===== src/inc/vcrs_params.svh =====
// timing counts and code constants for the voltage code reference stepper
// assumes a 10 MHz system clock
`ifndef VCRS_PARAMS_SVH
`define VCRS_PARAMS_SVH
`define VCRS_CLK_HZ 10000000
`define VCRS_SAMPLE_HZ 5500000
`define VCRS_STEP_HZ 345000
`define VCRS_SAMPLE_DIV ((`VCRS_CLK_HZ + `VCRS_SAMPLE_HZ - 1) / `VCRS_SAMPLE_HZ)
`define VCRS_STEP_DIV (`VCRS_CLK_HZ / `VCRS_STEP_HZ)
`define VCRS_QUAL_CNT 3
`define VCRS_OFF_CNT 4
`define VCRS_CODE_W 8
`define VCRS_OFF_CODE_A 8'h00
`define VCRS_OFF_CODE_B 8'hff
`define VCRS_NOLOAD_CODE 8'h1f
`endif


===== src/inc/vcrs_pkg.sv =====
// types for the voltage code reference stepper
// no assumptions
package vcrs_pkg;
  typedef enum logic [1:0] {VCRS_IDLE, VCRS_RUN, VCRS_OFF} vcrs_state_t;
endpackage : vcrs_pkg


===== src/rtl/vcrs_divider.sv =====
// one-cycle enable pulse divider
// assumes one clock domain
`timescale 1ns/1ns
module vcrs_divider #(
  parameter int DIV = 2
) (
  // clock and reset
  input wire logic clk_in,
  input wire logic rst_n_in,
  // tick
  output logic tick_out
);
  localparam int CW = (DIV > 1) ? $clog2(DIV) : 1;
  localparam logic [CW-1:0] LAST = CW'(DIV - 1);
  logic [CW-1:0] cnt;

  always_ff @(posedge clk_in)
  begin
    if (!rst_n_in)
    begin
      cnt <= '0;
      tick_out <= 1'b0;
    end
    else
    begin
      tick_out <= (cnt == LAST);
      cnt <= (cnt == LAST) ? '0 : cnt + CW'(1);
    end
  end
endmodule : vcrs_divider


===== src/rtl/vcrs_top.sv =====
// voltage code qualifier and reference dac stepper
// assumes voltage_code_in and enable_in are asynchronous pins
`timescale 1ns/1ns
`include "vcrs_params.svh"

// What this block does
// - sample the voltage code on every sampling clock edge in both modes.
// - accept a changed code after three equal consecutive samples.
// - in stepwise mode load the dac at once with the accepted code.
// - in stepwise mode large jumps are still followed per validated code.
// - in slewing mode move the dac one step per step clock to the target.
// - an off code needs four equal consecutive samples.
// - an off code latches regulation off until enable goes low.
// - the no-load code in slewing mode blocks the start-up.
// - power good goes low on off latch until enable and a new start.
module vcrs_top #(
  parameter int CODE_W = `VCRS_CODE_W
) (
  // clock and reset
  input wire logic clk_in,
  input wire logic rst_n_in,
  // control pins
  input wire logic enable_in,
  input wire logic stepwise_mode_in,
  input wire logic [CODE_W-1:0] voltage_code_in,
  // outputs
  output logic [CODE_W-1:0] dac_code_out,
  output logic regulate_out,
  output logic off_latched_out,
  output logic power_good_flag_out
);
  localparam logic [2:0] QUAL = 3'(`VCRS_QUAL_CNT);
  localparam logic [2:0] OFFQ = 3'(`VCRS_OFF_CNT);
  localparam logic [CODE_W-1:0] OFF_A = CODE_W'(`VCRS_OFF_CODE_A);
  localparam logic [CODE_W-1:0] OFF_B = CODE_W'(`VCRS_OFF_CODE_B);
  localparam logic [CODE_W-1:0] NOLOAD = CODE_W'(`VCRS_NOLOAD_CODE);

  function automatic logic is_off(input logic [CODE_W-1:0] c, input logic sw);
    is_off = sw ? (c == OFF_A || c == OFF_B) : (c == NOLOAD);
  endfunction : is_off

  logic [CODE_W-1:0] code_s1, code_s2;
  logic en_s1, en_s2, mode_s1, mode_s2;
  logic sample_tick, step_tick;
  logic [CODE_W-1:0] cand, target;
  logic [2:0] cnt;
  logic accepted, off_seen;
  logic new_req;
  logic qualified;
  logic [CODE_W-1:0] hist_1, hist_2, hist_3;
  vcrs_pkg::vcrs_state_t state;

  vcrs_divider #(.DIV(`VCRS_SAMPLE_DIV)) u_sample_div (
    .clk_in(clk_in),
    .rst_n_in(rst_n_in),
    .tick_out(sample_tick)
  );

  vcrs_divider #(.DIV(`VCRS_STEP_DIV)) u_step_div (
    .clk_in(clk_in),
    .rst_n_in(rst_n_in),
    .tick_out(step_tick)
  );

  // pin synchronisers
  always_ff @(posedge clk_in)
  begin
    if (!rst_n_in)
    begin
      code_s1 <= '0;
      code_s2 <= '0;
      en_s1 <= 1'b0;
      en_s2 <= 1'b0;
      mode_s1 <= 1'b0;
      mode_s2 <= 1'b0;
    end
    else
    begin
      code_s1 <= voltage_code_in;
      code_s2 <= code_s1;
      en_s1 <= enable_in;
      en_s2 <= en_s1;
      mode_s1 <= stepwise_mode_in;
      mode_s2 <= mode_s1;
    end
  end

  // candidate qualification on each sampling edge
  always_ff @(posedge clk_in)
  begin
    if (!rst_n_in)
    begin
      cand <= '0;
      cnt <= '0;
    end
    else if (sample_tick)
    begin
      if (code_s2 != cand)
      begin
        cand <= code_s2;
        cnt <= 3'(1);
      end
      else if (cnt != OFFQ)
        cnt <= cnt + 3'(1);
    end
  end

  assign off_seen = sample_tick && code_s2 == cand && cnt == OFFQ - 3'(1)
                    && is_off(cand, mode_s2);
  assign accepted = sample_tick && code_s2 == cand && cnt == QUAL - 3'(1)
                    && !is_off(cand, mode_s2);
  assign new_req = accepted && cand != target;
  // current candidate already qualified and not an off code
  assign qualified = cnt >= QUAL && !is_off(cand, mode_s2);

  // last three samples, kept for the qualification checks
  always_ff @(posedge clk_in)
  begin
    if (!rst_n_in)
    begin
      hist_1 <= '0;
      hist_2 <= '0;
      hist_3 <= '0;
    end
    else if (sample_tick)
    begin
      hist_1 <= code_s2;
      hist_2 <= hist_1;
      hist_3 <= hist_2;
    end
  end

  // accepted target
  always_ff @(posedge clk_in)
  begin
    if (!rst_n_in)
      target <= '0;
    else if (accepted)
      target <= cand;
  end

  // enable, run and off latch
  always_ff @(posedge clk_in)
  begin
    if (!rst_n_in)
      state <= vcrs_pkg::VCRS_IDLE;
    else if (!en_s2)
      state <= vcrs_pkg::VCRS_IDLE;
    else
    begin
      unique case (state)
        vcrs_pkg::VCRS_IDLE:
          if (off_seen)
            state <= vcrs_pkg::VCRS_OFF;
          else if (qualified && !(!mode_s2 && cand == NOLOAD))
            state <= vcrs_pkg::VCRS_RUN;
        vcrs_pkg::VCRS_RUN:
          if (off_seen)
            state <= vcrs_pkg::VCRS_OFF;
        vcrs_pkg::VCRS_OFF:
          state <= vcrs_pkg::VCRS_OFF;
      endcase
    end
  end

  // dac movement
  always_ff @(posedge clk_in)
  begin
    if (!rst_n_in)
      dac_code_out <= '0;
    else if (state != vcrs_pkg::VCRS_RUN)
      dac_code_out <= dac_code_out;
    else if (mode_s2)
    begin
      if (accepted)
        dac_code_out <= cand;
      else if (dac_code_out != target)
        dac_code_out <= target;
    end
    else if (step_tick && dac_code_out != target)
    begin
      if (dac_code_out < target)
        dac_code_out <= dac_code_out + CODE_W'(1);
      else
        dac_code_out <= dac_code_out - CODE_W'(1);
    end
  end

  // status outputs
  always_ff @(posedge clk_in)
  begin
    if (!rst_n_in)
    begin
      regulate_out <= 1'b0;
      off_latched_out <= 1'b0;
      power_good_flag_out <= 1'b0;
    end
    else
    begin
      regulate_out <= (state == vcrs_pkg::VCRS_RUN) && !off_seen;
      off_latched_out <= (state == vcrs_pkg::VCRS_OFF);
      power_good_flag_out <= (state == vcrs_pkg::VCRS_RUN) && !off_seen
                             && dac_code_out == target;
    end
  end

  a_off_latch_holds: assert property (
    @(posedge clk_in) disable iff (!rst_n_in)
    state == vcrs_pkg::VCRS_OFF && en_s2 |=> state == vcrs_pkg::VCRS_OFF)
    else $error("off latch released while enabled");
  a_power_good_flag_low_off: assert property (
    @(posedge clk_in) disable iff (!rst_n_in)
    state == vcrs_pkg::VCRS_OFF |=> !power_good_flag_out)
    else $error("power good high while latched off");
  a_step_load_now: assert property (
    @(posedge clk_in) disable iff (!rst_n_in)
    accepted && mode_s2 && state == vcrs_pkg::VCRS_RUN
    |=> dac_code_out == $past(cand))
    else $error("stepwise dac not loaded");
  a_slew_one_step: assert property (
    @(posedge clk_in) disable iff (!rst_n_in)
    !mode_s2 && $past(!mode_s2) && dac_code_out != $past(dac_code_out)
    |-> (dac_code_out - $past(dac_code_out) == CODE_W'(1))
     || ($past(dac_code_out) - dac_code_out == CODE_W'(1)))
    else $error("slew moved more than one step");
  a_slew_on_tick: assert property (
    @(posedge clk_in) disable iff (!rst_n_in)
    !mode_s2 && !step_tick |=> $stable(dac_code_out) || $past(mode_s2))
    else $error("slew moved without step tick");
  a_accept_three: assert property (
    @(posedge clk_in) disable iff (!rst_n_in)
    accepted |-> sample_tick && hist_1 == code_s2 && hist_2 == code_s2)
    else $error("accepted without three samples");
  a_off_four: assert property (
    @(posedge clk_in) disable iff (!rst_n_in)
    off_seen |-> sample_tick && hist_1 == code_s2 && hist_2 == code_s2
    && hist_3 == code_s2)
    else $error("off code recognised early");
  a_count_restart: assert property (
    @(posedge clk_in) disable iff (!rst_n_in)
    sample_tick && code_s2 != cand |=> cnt == 3'(1))
    else $error("count not restarted");
  a_noload_block: assert property (
    @(posedge clk_in) disable iff (!rst_n_in)
    state == vcrs_pkg::VCRS_IDLE && !mode_s2 && cand == NOLOAD
    |=> state != vcrs_pkg::VCRS_RUN)
    else $error("start with no-load code");
  a_sample_only_tick: assert property (
    @(posedge clk_in) disable iff (!rst_n_in)
    !sample_tick |=> $stable(cnt) && $stable(cand))
    else $error("sample taken off tick");
  c_new_req: cover property (@(posedge clk_in) disable iff (!rst_n_in) new_req);
  c_off: cover property (@(posedge clk_in) disable iff (!rst_n_in)
    state == vcrs_pkg::VCRS_OFF);
  c_power_good_flag: cover property (@(posedge clk_in) disable iff (!rst_n_in)
    power_good_flag_out && !mode_s2);
endmodule : vcrs_top


===== config.mk =====
export PLATFORM = sky130hd
export DESIGN_NAME = vcrs_top
export DESIGN_NICKNAME = d
export VERILOG_FILES = /design/src/inc/vcrs_pkg.sv /design/src/rtl/vcrs_divider.sv /design/src/rtl/vcrs_top.sv
export VERILOG_INCLUDE_DIRS = /design/src /design/src/inc
export SDC_FILE = /design/constraint.sdc
export NUM_CORES = 1
export LEC_CHECK = 0
export ABC_AREA = 1
export BUFFER_PORTS_ARGS = -buffer_cell sky130_fd_sc_hd__buf_2
export CAP_MARGIN = 30
export CELL_PAD_IN_SITES_DETAIL_PLACEMENT = 0
export CELL_PAD_IN_SITES_GLOBAL_PLACEMENT = 1
export CORE_ASPECT_RATIO = 0.8
export CORE_MARGIN = 10
export CORE_UTILIZATION = 30
export DETAILED_ROUTE_END_ITERATION = 12
export GPL_TIMING_DRIVEN = 0
export PLACE_DENSITY_LB_ADDON = 0.12
export REMOVE_ABC_BUFFERS = 1
export SLEW_MARGIN = 10
export SYNTH_ARGS = -nofsm -noshare
export SYNTH_HDL_FRONTEND = slang
export SYNTH_SLANG_ARGS = --single-unit

===== constraint.sdc =====
create_clock -name clk_in -period 5.44 [get_ports clk_in]
set_clock_uncertainty 0.2 [all_clocks]
set_input_delay 0.816 -clock clk_in [delete_from_list [all_inputs] [get_ports clk_in]]
set_output_delay 0.816 -clock clk_in [all_outputs]
set_load 0.005 [all_outputs]

; After elaboration in Yosys (flattened, before gate mapping)
; Index checks and enable logic that the tools add are counted.
[classes]
add_sub_neg = 5
n_mul = 0
n_div = 0
magnitude_cmp = 2
eq_ne = 16
shift = 0
mux = 12
bitwise_logic = 2
n_reduce_logical = 27
[op_table]
columns = cell, count
row1 = 8-bit 2-to-1 mux, 5
row2 = 8-bit equality test, 2
row3 = 8-bit inequality test, 2
row4 = 1-bit logical AND, 11
row5 = 8-bit by 1-bit adder with 8-bit output (second input constant), 1
row6 = 8-bit by 5-bit equality test with 1-bit output (second input constant), 1
row7 = 8-bit equality test (second input constant), 1
row8 = 8-bit logical NOT, 1
row9 = 8-bit < comparator, 1
row10 = 2-bit AND reduction, 4
row11 = 8-bit by 1-bit subtractor with 8-bit output (second input constant), 1
row12 = 3-bit by 2-bit equality test with 1-bit output (second input constant), 2
row13 = 2-bit 2-to-1 mux, 3
row14 = 3-bit 2-to-1 mux, 2
row15 = 3-bit inequality test (second input constant), 2
row16 = 2-bit one-hot mux with 3 select lines, 1
row17 = 5-bit by 1-bit adder with 5-bit output (second input constant), 1
row18 = 5-bit equality test (second input constant), 1
row19 = 1-bit logical NOT, 4
row20 = 2-bit nonzero test, 2
row21 = 2-bit OR reduction, 2
row22 = 3-bit by 1-bit adder with 3-bit output (second input constant), 1
row23 = 3-bit by 2-bit greater-or-equal comparator with 1-bit output (second input constant), 1
row24 = 3-bit by 1-bit inequality test with 1-bit output (second input constant), 1
row25 = other kinds (10), 11
[totals]
ff_bits = 60
latchBits = 0
ram_bits = 0
romBits = 0
input_bits = 12
output_inout_bits = 11
wordCells = 82
memories = 0

; Depth between registers and ports, before layout
[depth]
ltp_word = 9
ltp_mapped = 18

; By module
; From an unflattened synthesis, not the netlist that was laid out.
[unflattened]
hier_cells = 431
hier_area_um2 = 3065.4
[modules_own_cells]
columns = module, n_inst, cells_each, area_each_um2, seq_area_each_um2
row1 = vcrs_top, 1, 393, 2761.4, 1041.0
row2 = vcrs_divider (u_step_div), 1, 32, 246.5, 120.1
row3 = vcrs_divider (u_sample_div), 1, 6, 57.6, 40.0

; Worst setup path after synthesis
; No wires, ideal clock.
[synth_timing]
path_kind = register to register
from = reg dac_code_out[1]
to = reg dac_code_out[5]
arrival_time_ns = 2.389
required_ns = 5.125
slack_ns = 2.737
path_stages_with_launch = 18
n_path_buf = 0
period_less_slack_ns = 2.703
path_cell_list = dfxtp_1 > ha_1 > inv_1 > nor2_1 > o21ai_0 > nand2_1 > nand2_1 > nand2_1 > ha_1 > nand3_1 > nand3_1 > inv_1 > o21ai_0 > or2_2 > nand3_1 > nand2_1 > nor2_1 > nor2_1
[synth_between]
elab_chain_len = 4
[synth_rtl]
columns = item, line_no
row1 = start: declaration, vcrs_top.sv:27  ; output logic [CODE_W-1:0] dac_code_out,
row2 = start signal: assignment, vcrs_top.sv:172  ; dac_code_out <= dac_code_out;
row3 = start signal: assignment, vcrs_top.sv:176  ; dac_code_out <= cand;
row4 = start signal: assignment, vcrs_top.sv:178  ; dac_code_out <= target;
row5 = "8-bit by 1-bit subtractor with 8-bit output, or another cell as far along", vcrs_top.sv:185  ; dac_code_out <= dac_code_out - CODE_W'(1);
row6 = 8-bit 2-to-1 mux or 1-bit logical AND (tied branches), "vcrs_top.sv:182, vcrs_top.sv:180"
row7 = 8-bit 2-to-1 mux or 2-bit nonzero test (tied branches), n/a
row8 = 8-bit 2-to-1 mux or 3-bit AND reduction (tied branches), n/a
; Parallel ways exist; a longest one is shown, timed or not. The select of a mux whose other input is x is not followed.
; A chain may end at the register's enable or synchronous reset.

; Worst setup path after layout
; Same ends and word-level chain as after synthesis.

==> results.rst <==
.. list-table::
   :header-rows: 1

   * - Metric
     - Value
   * - Post-synthesis area per instance
     - 7.19 sq um
   * - Library cell with the largest summed area after synthesis
     - dfxtp_1
   * - Row count
     - 32
   * - Via count of the first global-routing pass
     - around 2,400
   * - Basic-gate share of the synthesized area counting and, or, nand and nor cells
     - 0.271
   * - Final slew viol count
     - 0
   * - Count of flip-flops with a built-in enable after synthesis
     - 0
   * - Area fraction of the dominant cell type after synthesis
     - 0.401
   * - Hold Buf Count CTS
     - 0
   * - Biggest area contributors in the synthesized netlist
     - dfxtp_1 (40%), nand2_1 (13%), ha_1 (9.6%)
   * - Average vias per placed instance
     - around 4.3
   * - Total setup violations reported at the end of the flow
     - 0
   * - Maximum fanout along the worst path
     - 9
   * - Fraction of synthesized area in multiplexers
     - 0
   * - CTS tree
     - yes
   * - Sum of net half-perimeters after detailed placement
     - between 4 and 5 mm
   * - Final Wtd Congestion
     - 0.707
   * - Mean routed wirelength per cell
     - between 10 and 15 microns
   * - Number of buffers created by CTS
     - 9
   * - Y dimension of the die
     - around 110 microns
   * - Fraction of final layout cells with drive strength greater than 1
     - 0.119
   * - Final instance count without filler cells
     - between 500 and 600
   * - Unrepaired setup endpoints after global routing
     - false
   * - Data arrival at the endpoint of the critical path
     - 3210 ps
   * - Cell at the root of the clock tree
     - clkbuf_16
   * - Achievable Freq
     - 313 MHz
   * - Count of unique library cells instantiated by Yosys
     - 32
   * - P&R area growth vs syn
     - 18.2%
   * - Async set-or-reset flop fraction in the synthesized netlist
     - 0
   * - Sequential share of the synthesized area
     - 0.401
   * - Pin count of the biggest net entering global routing
     - 43
   * - Area of placed instances
     - between 0.003 and 0.004 sq mm
   * - Final TNS setup
     - 0 ps
   * - Max capacitance violation total
     - 0
   * - Deepest clock path buffer count
     - 2
   * - Number of diodes
     - 0
   * - Area share of xor/xnor cells in the synthesized design
     - 0.0146
   * - Largest family of logic cells by synthesized area
     - simple AND/OR/NAND/NOR gates
   * - Net count, final
     - about 480
   * - Leak pwr
     - between 1.5 and 2 nW
   * - First DRT Iteration DRCs
     - between 90 and 100
   * - Post-route standard cell area excluding fillers
     - between 0.003 and 0.004 sq mm
   * - Top Ports
     - 23
   * - Worst relative slew slack
     - 0.502
   * - Category of the worst setup path capture point
     - register
   * - Commonest cells in the netlist
     - nand2_1 (101), inv_1 (67), dfxtp_1 (60)
   * - Minimum clock period
     - 3190 ps
   * - Horiz. Die Dim
     - ~130 microns
   * - Worst-skew pair later-pin latency
     - 330 ps
   * - Actual slew at the worst max-slew pin
     - approximately 750 ps
   * - Class of the tightest hold or removal check
     - reg2reg
   * - Number of buffers added for setup after CTS
     - 0
   * - Number of clock sinks seen by CTS
     - 60
   * - Cells after DPL
     - roughly 570
   * - Number of register bits inferred by synthesis
     - 60
   * - Main synth FF type
     - dfxtp_1
   * - Wire length of the first global-routing pass
     - roughly 11 mm
   * - Fraction of the mapped netlist area in adder cells
     - 0.103
   * - Number of warnings printed during yosys synthesis
     - 0
   * - Antenna violations before repair
     - 0
   * - Fill count
     - roughly 1,100
   * - Required time at the worst-slack endpoint
     - 5460 ps
   * - Die outline area
     - around 0.014 sq mm
   * - Drt total wl
     - 6.40 mm
   * - Synthesized area
     - 0.00300 sq mm
   * - Iteration count of the initial detailed-routing pass
     - 4
   * - Cell area power density
     - around 320 mW/mm^2
   * - Synthesized instance count
     - roughly 420
   * - Post-CTS Resized
     - 0
   * - Utilization after layout
     - 0.366
   * - Count of final hold-check violations
     - 0
   * - Core outline area
     - just under 0.01 sq mm
   * - CTS H-tree lvls
     - 3
   * - Vias after detailed routing
     - 2,480
   * - Overall power
     - 0.00113 W
   * - Count of port buffers added during placement
     - 22
   * - Path type of the worst setup path
     - reg2reg
   * - Final global-route overflow total
     - 0
   * - Startpoint type of the worst setup path
     - register
   * - Initial core utilization
     - 0.309
   * - Number of design rule violations left after detail routing
     - 0
   * - Status
     - finished clean
   * - Synthesized-area fraction occupied by ao, oa, aoi and oai cells
     - 0.105
   * - Count of antenna-violating nets left after detailed routing
     - 0
   * - Most frequent cell after synthesis
     - nand2_1
   * - CTS clk-pin slew, worst paths
     - 50 ps
   * - Global router's overall resource usage
     - 0.0977
   * - Final period utilization
     - 0.587
   * - Peak supply drop
     - between 0.15 and 0.2 mV
[critical path, cell delays in order (launching register included)]
cell and delay [ps]:
dfxtp_1 450, ha_1 290, inv_1 60, nor2_1 30
o21ai_0 160, nand2_1 80, nand2_1 90, nand2_1 260
ha_1 450, nand3_1 110, nand3_1 140, inv_1 110
o21ai_0 90, or2_2 280, nand3_1 60, nand2_1 70
nor2_1 110, nor2_1 40
[sequential cells by signal (all words and copies together), names as in the netlist]
register,flops
target,8
power_good_flag_out,1
state,2
en_s1,1
dac_code_out,8
mode_s2,1
cnt,3
u_sample_div.cnt,1
u_sample_div.tick_out,1
regulate_out,1
code_s2,8
off_latched_out,1
u_step_div.cnt,5
code_s1,8
en_s2,1
cand,8
mode_s1,1
u_step_div.tick_out,1
[report_power, final]
part / internal, W / switching, W
sequential: 0.000455 / 0.0000120
combinational: 0.0000206 / 0.0000374
clock: 0.000412 / 0.000195
total: 0.000888 / 0.000244
[metrics by stage]
stage	setup slack, ps	hold WS (ps)
floorplan	2720	190
global placement	2300	196
detailed placement	2260	197
CTS	2230	210
global route	1940	226
finish	2250	208
[cell usage in the layout (no fill, tap or decap), types with 2 or more instances in the layout]
cell type and count:
a21oi_1 24, buf_2 22, bufinv_16 2, clkbuf_1 2, clkbuf_16 9, clkinv_2 2
dfxtp_1 60, ha_1 23, inv_1 67, inv_2 2, nand2_1 101, nand2_2 2
nand3_1 17, nand3_2 2, nand4_1 5, nor2_1 50, nor2_2 3, nor2_4 2
o21ai_0 18, o21ai_1 12, o21bai_1 2, or2_2 2, xnor2_1 4
[worst paths after layout]
kind	slack, ps	from	cells past startpoint	endpoint
max reg2reg	2250	dac_code_out[1]	17	dac_code_out[5]
min	210	en_s1	2	en_s2
max	2250	dac_code_out[1]	17	dac_code_out[5]
min reg2reg	210	en_s1	2	en_s2
[area by class of cell]
class / instances / area, sq um / area share
clock buffer: 12 / 246 / 0.0696
sequential: 60 / 1200 / 0.339
multi-input combinational: 277 / 1480 / 0.417
clock inverter: 4 / 72.6 / 0.0205
inverter: 70 / 264 / 0.0745
timing repair buffer: 22 / 110 / 0.0311
tap: 136 / 170 / 0.0480
[metal layers]
layer / vias to the layer above / part of all wire / GRT usage
li1: 1346 / - / -
met1: 1096 / 0.51 / 0.120
met2: 28 / 0.42 / 0.148
met3: 10 / 0.054 / 0.0419
met4: 0 / 0.017 / 0.0428
met5: - / 0 / 0
[logic make-up (layout without fill, tap and decap cells)]
logic type,count (synthesis),after routing
AOI/OAI and AO/OA,60,60
buffers and inverters,80,108
and+or+nand+nor,188,188
xor gates and xnor gates,5,5
DFF,60,60
adders and majority gates,24,24
Note: power is estimated with default switching activity, not from simulation.
